$ cat src/shared/psl_pkg.sv
// shared constants, types and register map of the strap/led/power block
package psl_pkg;
  // clock rate and derived timing
  localparam int unsigned CLK_HZ = 20_000_000;
  localparam int unsigned CLK_NS = 50;
  localparam int unsigned BLINK_MS = 50;
  localparam int unsigned BLINK_CYC = CLK_HZ / 1000 * BLINK_MS;
  localparam int unsigned NLP_TX_UNIT_MS = 256;
  localparam int unsigned NLP_TX_UNIT_CYC = CLK_HZ / 1000 * NLP_TX_UNIT_MS;
  localparam int unsigned NLP_RX_UNIT_MS = 64;
  localparam int unsigned NLP_RX_UNIT_CYC = CLK_HZ / 1000 * NLP_RX_UNIT_MS;
  // least length of the automatic core reset, rounded up
  localparam int unsigned AUTO_RST_NS = 200;
  localparam int unsigned AUTO_RST_CYC = (AUTO_RST_NS + CLK_NS - 1) / CLK_NS;

  // register offsets
  localparam logic [7:0] OFS_CTRL = 8'h00;
  localparam logic [7:0] OFS_CFG = 8'h04;
  localparam logic [7:0] OFS_STATUS = 8'h08;
  localparam logic [7:0] OFS_MASK = 8'h0C;

  // status field positions
  localparam int ST_ENERGY = 0;
  localparam int ST_EVENT = 1;
  localparam int ST_REG_OFF = 2;
  localparam int ST_IRQSEL = 3;
  localparam int ST_RMII = 4;
  localparam int ST_EEE_ACT = 5;
  localparam int ST_EEE_CAP = 6;
  localparam int ST_CORE_ON = 7;

  // synchroniser reset pattern: shared pin and irq select idle high
  localparam logic [5:0] PIN_RST = 6'h28;

  // control register: power down and isolate
  typedef struct packed {
    logic isolate;
    logic power_down;
  } psl_ctrl_s;
  localparam psl_ctrl_s CTRL_RST = 2'h0;

  // energy-detect, link pulse and eee configuration
  typedef struct packed {
    logic eee_adv;
    logic eee_enable_bit;
    logic [1:0] rx_int_sel;
    logic single_wake;
    logic [1:0] tx_int_sel;
    logic nlp_tx_en;
    logic energy_detect_pd_enable;
  } psl_cfg_s;
  localparam psl_cfg_s CFG_RST = 9'h000;

  typedef enum logic [1:0] {PW_RUN, PW_GEN_PD, PW_WAKE_RST,
                            PW_ED_PD} psl_pwr_e;
endpackage

$ cat src/rtl/psl_sync.sv
// two flip-flop synchroniser for pins from outside the clock domain
`timescale 1ns/1ps
module psl_sync #(
  parameter int W = 1,
  parameter logic [W-1:0] RST_VAL = '0
) (
  input wire logic clk,
  input wire logic sys_rst,
  input wire logic [W-1:0] d,
  output logic [W-1:0] q
);
  logic [W-1:0] meta_ff;

  // first stage is read only by the second
  always_ff @(posedge clk or posedge sys_rst) begin
    if (sys_rst) begin
      meta_ff <= RST_VAL;
      q <= RST_VAL;
    end else begin
      meta_ff <= d;
      q <= meta_ff;
    end
  end
endmodule

$ cat src/rtl/psl_timer.sv
// free interval timer: one-cycle tick every limit cycles while run
`timescale 1ns/1ps
module psl_timer #(
  parameter int CW = 32
) (
  input wire logic clk,
  input wire logic sys_rst,
  input wire logic run,
  input wire logic [CW-1:0] limit,
  output logic tick
);
  logic [CW-1:0] cnt_ff;

  // restart from zero whenever run drops
  always_ff @(posedge clk or posedge sys_rst) begin
    if (sys_rst) begin
      cnt_ff <= '0;
      tick <= 1'b0;
    end else if (!run) begin
      cnt_ff <= '0;
      tick <= 1'b0;
    end else if (cnt_ff + 1'b1 >= limit) begin
      cnt_ff <= '0;
      tick <= 1'b1;
    end else begin
      cnt_ff <= cnt_ff + 1'b1;
      tick <= 1'b0;
    end
  end
endmodule

$ cat src/rtl/psl_ctrl.sv
// straps, status leds, power-down modes and eee qualification
// Notes on behaviour
// - regulator-off strap sampled once when supplies are good; high disables.
// - floating regulator-off strap reads low; regulator stays enabled.
// - irq select strap latched at power-on and each hw reset rise.
// - shared pin is irq output or tx error input, by irq select strap.
// - link led on with valid link, blinking while carrier sense high.
// - speed led on at 100 Mbps, off at 10 Mbps or isolated.
// - link led active low if regulator-off strap high, else active high.
// - speed led active low if irq select strap high, else active high.
// - power-down bit set keeps all but management powered down.
// - clearing power-down powers up then auto-resets the transceiver.
// - energy-detect mode without energy powers down all but squelch logic.
// - no transmit while energy flag low; pulse or packet wakes, restores.
// - wake raises interrupt only if energy interrupt is unmasked.
// - energy-detect enable low means no energy-detect power-down.
// - idle-pulse transmit enabled sends link pulses at selected interval.
// - wake on one pulse, or two pulses within selected window.
// - eee has its own enable bit, reset to disabled.
// - eee only in mii, tx-error pin mode, enabled, advertised, 100 full.
// - eee capability and advertisement defaults follow eee enable.
// - isolate bit ignores transmit inputs, management still answers.
`timescale 1ns/1ps
module psl_ctrl #(
  parameter int unsigned BLINK_CYC = psl_pkg::BLINK_CYC,
  parameter int unsigned NLP_TX_UNIT = psl_pkg::NLP_TX_UNIT_CYC,
  parameter int unsigned NLP_RX_UNIT = psl_pkg::NLP_RX_UNIT_CYC
) (
  input wire logic clk,
  input wire logic sys_rst,
  input wire logic hw_reset_n_pin,
  input wire logic supply_good,
  input wire logic regulator_off_strap,
  input wire logic irq_pin_select_strap,
  input wire logic reduced_mii_select_strap,
  input wire logic shared_pin_in,
  input wire logic link_valid,
  input wire logic carrier_sense,
  input wire logic speed_100,
  input wire logic full_duplex,
  input wire logic rx_energy,
  input wire logic rx_link_pulse,
  input wire logic [7:0] reg_addr,
  input wire logic [15:0] reg_wdata,
  input wire logic reg_wr,
  input wire logic reg_rd,
  output logic [15:0] reg_rdata,
  output logic regulator_enable,
  output logic link_activity_led,
  output logic speed_led,
  output logic irq_out_n,
  output logic irq_pin_oe_n,
  output logic tx_error_in,
  output logic core_power_on,
  output logic squelch_power_on,
  output logic core_reset,
  output logic core_tx_enable,
  output logic nlp_tx_pulse,
  output logic eee_active
);
  logic [5:0] pin_q;
  logic hw_rst_n_s, supply_s, reg_off_s, irqsel_s, rmii_s, shared_s;
  logic hw_rst_n_d_ff, por_done_ff, reg_sampled_ff;
  logic reg_off_ff, irq_sel_ff, rmii_ff;
  psl_pkg::psl_ctrl_s ctrl_ff;
  psl_pkg::psl_cfg_s cfg_ff;
  logic irq_mask_ff, energy_flag_ff, energy_event_ff;
  psl_pkg::psl_pwr_e state_ff, nxt_state;
  logic [2:0] rst_cnt_ff;
  logic armed_ff, wake;
  logic [31:0] win_cnt_ff;
  logic blink_tick, blink_ff, nlp_tick;
  logic hw_rst_rise, wr_status, evt_clear;
  logic [15:0] nxt_rdata;

  // interval = unit * (select + 1)
  function automatic logic [31:0] interval(input int unsigned unit,
                                           input logic [1:0] sel);
    interval = 32'(unit * (32'(sel) + 32'd1));
  endfunction

  // all pins pass two flip-flops first
  psl_sync #(.W(6), .RST_VAL(psl_pkg::PIN_RST)) u_sync (
    .clk(clk),
    .sys_rst(sys_rst),
    .d({shared_pin_in, reduced_mii_select_strap, irq_pin_select_strap,
        regulator_off_strap, supply_good, hw_reset_n_pin}),
    .q(pin_q)
  );
  assign {shared_s, rmii_s, irqsel_s, reg_off_s, supply_s, hw_rst_n_s}
    = pin_q;
  assign hw_rst_rise = hw_rst_n_s && !hw_rst_n_d_ff;

  // hw reset pin edge history and power-on marker
  always_ff @(posedge clk or posedge sys_rst) begin
    if (sys_rst) begin
      hw_rst_n_d_ff <= 1'b0;
      por_done_ff <= 1'b0;
    end else begin
      hw_rst_n_d_ff <= hw_rst_n_s;
      por_done_ff <= 1'b1;
    end
  end

  // regulator strap caught once, after supplies are good
  always_ff @(posedge clk or posedge sys_rst) begin
    if (sys_rst) begin
      reg_sampled_ff <= 1'b0;
      reg_off_ff <= 1'b0; // pull-down default keeps regulator on
    end else if (supply_s && !reg_sampled_ff) begin
      reg_sampled_ff <= 1'b1;
      reg_off_ff <= reg_off_s;
    end
  end

  // mode straps at power-on and on each hw reset release, else held
  always_ff @(posedge clk or posedge sys_rst) begin
    if (sys_rst) begin
      irq_sel_ff <= 1'b1; // pull-up: interrupt mode
      rmii_ff <= 1'b0;
    end else if (!por_done_ff || hw_rst_rise) begin
      irq_sel_ff <= irqsel_s;
      rmii_ff <= rmii_s;
    end
  end

  // regulator output follows the sampled strap
  always_ff @(posedge clk or posedge sys_rst) begin
    if (sys_rst) regulator_enable <= 1'b1;
    else regulator_enable <= !reg_off_ff;
  end

  assign wr_status = reg_wr && reg_addr == psl_pkg::OFS_STATUS;
  assign evt_clear = wr_status && reg_wdata[psl_pkg::ST_EVENT];

  // software registers; advertisement reloads from eee enable on reset
  always_ff @(posedge clk or posedge sys_rst) begin
    if (sys_rst) begin
      ctrl_ff <= psl_pkg::CTRL_RST;
      cfg_ff <= psl_pkg::CFG_RST;
      irq_mask_ff <= 1'b0;
    end else begin
      if (reg_wr && reg_addr == psl_pkg::OFS_CTRL) begin
        ctrl_ff <= psl_pkg::psl_ctrl_s'(reg_wdata[1:0]);
      end else if (reg_wr && reg_addr == psl_pkg::OFS_CFG) begin
        cfg_ff <= psl_pkg::psl_cfg_s'(reg_wdata[8:0]);
      end else if (reg_wr && reg_addr == psl_pkg::OFS_MASK) begin
        irq_mask_ff <= reg_wdata[0];
      end else if (core_reset) begin
        cfg_ff.eee_adv <= cfg_ff.eee_enable_bit;
      end
    end
  end

  // read mux, answered one cycle after the strobe
  always_comb begin
    nxt_rdata = 16'h0000;
    if (reg_addr == psl_pkg::OFS_CTRL) begin
      nxt_rdata[1:0] = ctrl_ff;
    end else if (reg_addr == psl_pkg::OFS_CFG) begin
      nxt_rdata[8:0] = cfg_ff;
    end else if (reg_addr == psl_pkg::OFS_STATUS) begin
      nxt_rdata[psl_pkg::ST_ENERGY] = energy_flag_ff;
      nxt_rdata[psl_pkg::ST_EVENT] = energy_event_ff;
      nxt_rdata[psl_pkg::ST_REG_OFF] = reg_off_ff;
      nxt_rdata[psl_pkg::ST_IRQSEL] = irq_sel_ff;
      nxt_rdata[psl_pkg::ST_RMII] = rmii_ff;
      nxt_rdata[psl_pkg::ST_EEE_ACT] = eee_active;
      nxt_rdata[psl_pkg::ST_EEE_CAP] = cfg_ff.eee_enable_bit;
      nxt_rdata[psl_pkg::ST_CORE_ON] = core_power_on;
    end else if (reg_addr == psl_pkg::OFS_MASK) begin
      nxt_rdata[0] = irq_mask_ff;
    end
  end

  always_ff @(posedge clk or posedge sys_rst) begin
    if (sys_rst) reg_rdata <= 16'h0000;
    else if (reg_rd) reg_rdata <= nxt_rdata;
    else reg_rdata <= 16'h0000;
  end

  // two-pulse wake window; a pulse outside the window re-arms
  always_ff @(posedge clk or posedge sys_rst) begin
    if (sys_rst) begin
      armed_ff <= 1'b0;
      win_cnt_ff <= '0;
    end else if (state_ff != psl_pkg::PW_ED_PD || wake) begin
      armed_ff <= 1'b0;
      win_cnt_ff <= '0;
    end else if (rx_link_pulse) begin
      armed_ff <= 1'b1;
      win_cnt_ff <= '0;
    end else if (armed_ff) begin
      if (win_cnt_ff + 32'd1 >= interval(NLP_RX_UNIT, cfg_ff.rx_int_sel))
        armed_ff <= 1'b0;
      win_cnt_ff <= win_cnt_ff + 32'd1;
    end
  end

  // wake on packet energy, one pulse, or two within the window
  always_comb begin
    wake = 1'b0;
    if (state_ff == psl_pkg::PW_ED_PD) begin
      if (rx_energy) wake = 1'b1;
      else if (rx_link_pulse && cfg_ff.single_wake) wake = 1'b1;
      else if (rx_link_pulse && armed_ff) wake = 1'b1;
    end
  end

  // power state machine
  always_comb begin
    nxt_state = state_ff;
    case (state_ff)
      psl_pkg::PW_RUN: begin
        if (ctrl_ff.power_down) nxt_state = psl_pkg::PW_GEN_PD;
        else if (cfg_ff.energy_detect_pd_enable && !rx_energy)
          nxt_state = psl_pkg::PW_ED_PD;
      end
      psl_pkg::PW_GEN_PD: begin
        if (!ctrl_ff.power_down) nxt_state = psl_pkg::PW_WAKE_RST;
      end
      psl_pkg::PW_WAKE_RST: begin
        if (rst_cnt_ff == 3'(psl_pkg::AUTO_RST_CYC - 1))
          nxt_state = psl_pkg::PW_RUN;
      end
      psl_pkg::PW_ED_PD: begin
        if (ctrl_ff.power_down) nxt_state = psl_pkg::PW_GEN_PD;
        else if (!cfg_ff.energy_detect_pd_enable)
          nxt_state = psl_pkg::PW_RUN;
        else if (wake) nxt_state = psl_pkg::PW_WAKE_RST;
      end
      default: nxt_state = psl_pkg::PW_RUN;
    endcase
  end

  always_ff @(posedge clk or posedge sys_rst) begin
    if (sys_rst) state_ff <= psl_pkg::PW_RUN;
    else state_ff <= nxt_state;
  end

  // length of the automatic reset after power-up
  always_ff @(posedge clk or posedge sys_rst) begin
    if (sys_rst) rst_cnt_ff <= 3'h0;
    else if (state_ff == psl_pkg::PW_WAKE_RST) rst_cnt_ff <= rst_cnt_ff + 3'h1;
    else rst_cnt_ff <= 3'h0;
  end

  // power and reset outputs; registers survive, so prior state is restored
  always_ff @(posedge clk or posedge sys_rst) begin
    if (sys_rst) begin
      core_power_on <= 1'b1;
      squelch_power_on <= 1'b1;
      core_reset <= 1'b0;
      core_tx_enable <= 1'b0;
    end else begin
      core_power_on <= nxt_state == psl_pkg::PW_RUN
                    || nxt_state == psl_pkg::PW_WAKE_RST;
      squelch_power_on <= nxt_state != psl_pkg::PW_GEN_PD;
      core_reset <= nxt_state == psl_pkg::PW_WAKE_RST;
      core_tx_enable <= nxt_state == psl_pkg::PW_RUN
                     && !ctrl_ff.isolate;
    end
  end

  // energy flag and sticky wake event; a new wake beats the clear
  always_ff @(posedge clk or posedge sys_rst) begin
    if (sys_rst) begin
      energy_flag_ff <= 1'b0;
      energy_event_ff <= 1'b0;
    end else begin
      if (wake) energy_flag_ff <= 1'b1;
      else if (state_ff == psl_pkg::PW_ED_PD) energy_flag_ff <= 1'b0;
      else energy_flag_ff <= rx_energy;
      if (wake) energy_event_ff <= 1'b1;
      else if (evt_clear) energy_event_ff <= 1'b0;
    end
  end

  // idle link pulses only in energy-detect power-down
  psl_timer #(.CW(32)) u_nlp (
    .clk(clk),
    .sys_rst(sys_rst),
    .run(state_ff == psl_pkg::PW_ED_PD && cfg_ff.nlp_tx_en),
    .limit(interval(NLP_TX_UNIT, cfg_ff.tx_int_sel)),
    .tick(nlp_tick)
  );

  always_ff @(posedge clk or posedge sys_rst) begin
    if (sys_rst) nlp_tx_pulse <= 1'b0;
    else nlp_tx_pulse <= nlp_tick && state_ff == psl_pkg::PW_ED_PD;
  end

  // blink phase runs only while carrier is seen
  psl_timer #(.CW(32)) u_blink (
    .clk(clk),
    .sys_rst(sys_rst),
    .run(carrier_sense),
    .limit(32'(BLINK_CYC)),
    .tick(blink_tick)
  );

  always_ff @(posedge clk or posedge sys_rst) begin
    if (sys_rst) blink_ff <= 1'b0;
    else if (!carrier_sense) blink_ff <= 1'b0;
    else if (blink_tick) blink_ff <= !blink_ff;
  end

  // leds: xor with the strap gives the polarity
  always_ff @(posedge clk or posedge sys_rst) begin
    if (sys_rst) begin
      link_activity_led <= 1'b0;
      speed_led <= 1'b1;
    end else begin
      link_activity_led <= (link_valid && !blink_ff) ^ reg_off_ff;
      speed_led <= (speed_100 && !ctrl_ff.isolate && link_valid)
                 ^ irq_sel_ff;
    end
  end

  // shared pin: open interrupt driver or transmit error input
  always_ff @(posedge clk or posedge sys_rst) begin
    if (sys_rst) begin
      irq_out_n <= 1'b1;
      irq_pin_oe_n <= 1'b1;
      tx_error_in <= 1'b0;
    end else begin
      irq_pin_oe_n <= !irq_sel_ff;
      irq_out_n <= !(irq_sel_ff && energy_event_ff && irq_mask_ff);
      tx_error_in <= !irq_sel_ff && !ctrl_ff.isolate && shared_s;
    end
  end

  // eee qualifies only with every condition in place
  always_ff @(posedge clk or posedge sys_rst) begin
    if (sys_rst) eee_active <= 1'b0;
    else eee_active <= !rmii_ff && !irq_sel_ff && cfg_ff.eee_enable_bit
                    && cfg_ff.eee_adv && speed_100 && full_duplex
                    && link_valid && state_ff == psl_pkg::PW_RUN;
  end
endmodule

$ cat config.mk
export PLATFORM = sky130hd
export DESIGN_NAME = psl_ctrl
export DESIGN_NICKNAME = d
export VERILOG_FILES = /design/src/shared/psl_pkg.sv /design/src/rtl/psl_sync.sv /design/src/rtl/psl_timer.sv /design/src/rtl/psl_ctrl.sv
export SDC_FILE = /design/constraint.sdc
export NUM_CORES = 1
export LEC_CHECK = 0
export BUFFER_PORTS_ARGS = -buffer_cell sky130_fd_sc_hd__buf_4
export CAP_MARGIN = 20
export CELL_PAD_IN_SITES_DETAIL_PLACEMENT = 0
export CELL_PAD_IN_SITES_GLOBAL_PLACEMENT = 1
export CORE_MARGIN = 4
export CORE_UTILIZATION = 39
export CTS_BUF_LIST = sky130_fd_sc_hd__clkbuf_8
export CTS_CLUSTER_SIZE = 12
export DETAILED_ROUTE_END_ITERATION = 8
export PLACE_DENSITY = 0.77
export SLEW_MARGIN = 10
export SYNTH_ARGS = -nofsm -noshare
export SYNTH_HDL_FRONTEND = slang
export SYNTH_SLANG_ARGS = --single-unit
$ cat constraint.sdc
create_clock -name clk -period 8.9 [get_ports clk]
set_clock_uncertainty 0.1 [all_clocks]
set_input_delay 1.78 -clock clk [delete_from_list [all_inputs] [get_ports clk]]
set_output_delay 1.78 -clock clk [all_outputs]
set_load 0.01 [all_outputs]
==> results.cfg <==
[pwr]
switchingPower_uw = 385
cellPowerDensity_nw_per_um2 = 147
p_leak_uw = 0.00399
peakVddDrop_mv = 0.0942
power_frac_seq = 0.542
combPwrFrac = 0.081
switching_share = 0.270
clkPwrFrac = 0.377
internal-power_uw = 1040

[floorplanning]
fp.dieH_um = 157
row_count = 54
die_w_um = 157
dieArea_um2 = 24600
ioPinCount = 68
coreArea_um2 = 21800
initial_core_util = 0.396

[final_layout]
diodes = 0
final.fill_count = 2126
final_layout_size_suffix_gt1_frac = 0.164
multi_input_area_um2 = 4410
fin_nets = 993
final_util = 0.444
syn2layout_area_growth_pct = 12.3
final_common_cell = dfrtp_1
ff_latch_area_um2 = 3970
most-common-layout-cells = dfrtp_1 (147), nor2_1 (76), buf_4 (61)

[synth]
synth_mux_area_frac = 0.0268
seq_area_frac_synth = 0.460
synth_area_um2 = 8630
synthCells = 857
ys_async_sr_fraction = 1.00
synthXorXnorAreaFrac = 0.0923
synth_top_family_by_area = simple AND/OR/NAND/NOR gates
synth_compound_area_frac = 0.0894
yosys.cell_types.count = 72
yosys.area_share.simple = 0.236
yosysWarnings = 0
ys.flop_type = dfrtp_1
synthAdderAreaFrac = 0.0551
ys_ff_latch = 158
synth_enable_flop_cells = 0
syn_avg_cell_area_um2 = 10.1

[placement]
port_buffers = 53
pre_cts_ws_ns = 4.52
gp_congestion = 0.799
dp_hpwl_um = 13200

[global_route]
grt_start_max_net_pins = 99
use_met2 = 0.246
busiest_layer = met2
use_met3 = 0.0390
antenna_found_initial = 2
overflow = 0
grt_pass1_vias = 6185
grt_first_pass_wirelength_um = 31400
grt_util_all_layers = 0.159
use_met1 = 0.227

[route]
vias = 6324
ant_nets = 0
vias_per_cell = 5.24
firstDrtPassIters = 4
wire_per_inst_um = 15.6
drt-initial-drc-count = 434
route.detailed.drc = 0
totalWireLength_um = 18900

[sta]
hold_violations = 0
worst_pin_slew_ns = 0.969
rsz0062_at_grt = false
finalCriticalPeriod_ns = 4.42
setup_ws_ns = 4.48
max_freq_mhz = 226
finalCritPeriodShare = 0.497
relSlewSlack = 0.354
drv_slew = 0
setup_violations = 0
finalSetupTns_ns = 0

[clock_network]
clockRootBuffer = clkbuf_8
hold_buffers = 0
clkLatencyLatePin_ns = 0.46
clk_pin_slew_ns = 0.09
ctsResizeCount = 0
cts_tree = done
clockBufferDepth = 2
cts.sinks = 158
h-tree-depth = 4
cts-buffers-inserted = 17
cts_setup_buffers = 0

[setup_path]
path_cells = nand3_1, or4_1, nor2_1, and3_1, xor2_1, ha_1, a21oi_1, nor2_1, a211oi_1, and3_1, o311ai_1, a211o_1, buf_4, nor3b_1
critical_path.max_fanout = 18
max_stage_delay_ns = 0.75
crit_path_end_kind = register
cp.arrival_ns = 4.69
critPathLaunchType = register
required_ns = 9.17
cp_slowest_cell = or4_1
crit_type = reg -> reg

[outcome]
status = completed

[job]
drv_cap = 0

[hold_path]
min_path_type = reg -> reg
==> sequential cells by signal, indices dropped and copies added (netlist names), 2 cells and up <==
| name | flops |
|---|---|
| cfg_ff | 9 |
| ctrl_ff | 2 |
| reg_rdata | 9 |
| rst_cnt_ff | 3 |
| state_ff | 2 |
| u_blink.cnt_ff | 32 |
| u_nlp.cnt_ff | 32 |
| u_sync.meta_ff | 6 |
| u_sync.q | 6 |
| win_cnt_ff | 32 |
==> power by group through the flow <==
stage / logic [uW] / registers, uW / clock network [uW]
3_3_place_gp: 116 / 787 / 0
5_1_grt: 132 / 777 / 590
4_1_cts: 119 / 773 / 557
2_1_floorplan: 73.7 / 780 / 0
3_5_place_dp: 118 / 787 / 0
6_report: 116 / 772 / 537
==> worst max-delay path: cells and delay by family (launching register included) <==
| kind | cells | cell delay (ns) |
|---|---|---|
| AOI/OAI and AO/OA | 4 | 1.09 |
| xor gates and xnor gates | 1 | 0.19 |
| adders and majority gates | 1 | 0.28 |
| buffers and inverters | 1 | 0.31 |
| DFF | 1 | 0.42 |
| and+or+nand+nor | 7 | 1.96 |
==> synth_stat cells (5+ instances only) <==
master	count	share of area
or4_1	5	0.0043
or3_1	14	0.010
and4_1	7	0.0071
buf_4	7	0.0061
and3_1	19	0.014
o21a_1	7	0.0061
ha_1	38	0.055
xor2_1	46	0.047
buf_2	10	0.0058
a21oi_1	23	0.013
nor4_1	31	0.022
xnor2_1	45	0.046
nor2b_1	11	0.0080
and2_1	7	0.0051
nor3_2	16	0.019
a22oi_1	9	0.0078
clkbuf_1	24	0.010
nand2_1	52	0.023
nor3b_1	9	0.0078
nand2b_1	5	0.0036
mux2_2	15	0.020
nor2_1	76	0.033
nor3_1	21	0.012
o21ai_0	23	0.013
nor4b_1	5	0.0051
dfstp_2	11	0.033
nand4_1	26	0.019
nand3_1	43	0.025
inv_1	27	0.012
a31oi_1	9	0.0065
dfrtp_1	147	0.43
==> cells by family after synthesis <==
logic type      after synthesis
compound gates              113
xor+xnor                     91
fa+ha+maj                    38
buf+inv                      74
flops                       158
mux                          20
other cells                   2
simple gates                361
==> through the flow <==
step | cell area, um2 | std cells | hold WS (ns) | total power (uW)
finish | 9690 | 1208 | 0.262 | 1420
global route | 9690 | 1208 | 0.266 | 1500
CTS | 9690 | 1208 | 0.264 | 1450
detailed placement | 9300 | 1176 | 0.244 | 905
global placement | 9300 | 1176 | 0.233 | 903
floorplan | 8720 | 881 | 0.231 | 853
==> per-layer routing <==
layer	wire [um]	part of all wire	vias up
li1	-	-	3159
met1	9210	0.49	3061
met2	8710	0.46	84
met3	728	0.039	16
met4	200	0.011	4
met5	34	0.0018	-
==> layout make-up <==
type,instances,share of cell area
Sequential cell,158,0.409
Inverter,28,0.0114
Clock inverter,13,0.0136
Clock buffer,19,0.0270
Timing Repair Buffer,61,0.0472
Multi-Input combinational cell,649,0.455
Tap cell,280,0.0361
==> path summary, 6_finish.rpt <==
kind,start,to,slack [ns],depth (start not counted)
hold / removal,u_sync.meta_ff[3]$_DFF_PP1_,u_sync.q[3]$_DFF_PP1_,0.26,0
setup reg to reg,u_nlp.cnt_ff[0]$_DFF_PP0_,u_nlp.cnt_ff[15]$_DFF_PP0_,4.48,14
hold reg to reg,u_sync.meta_ff[3]$_DFF_PP1_,u_sync.q[3]$_DFF_PP1_,0.26,0
setup / recovery,u_nlp.cnt_ff[0]$_DFF_PP0_,u_nlp.cnt_ff[15]$_DFF_PP0_,4.48,14
min in group asynchronous,sys_rst,link_activity_led$_DFF_PP0_,1.35,2
max in group asynchronous,sys_rst,u_blink.cnt_ff[20]$_DFF_PP0_,6.07,3
(Power assumes the default switching activity.)
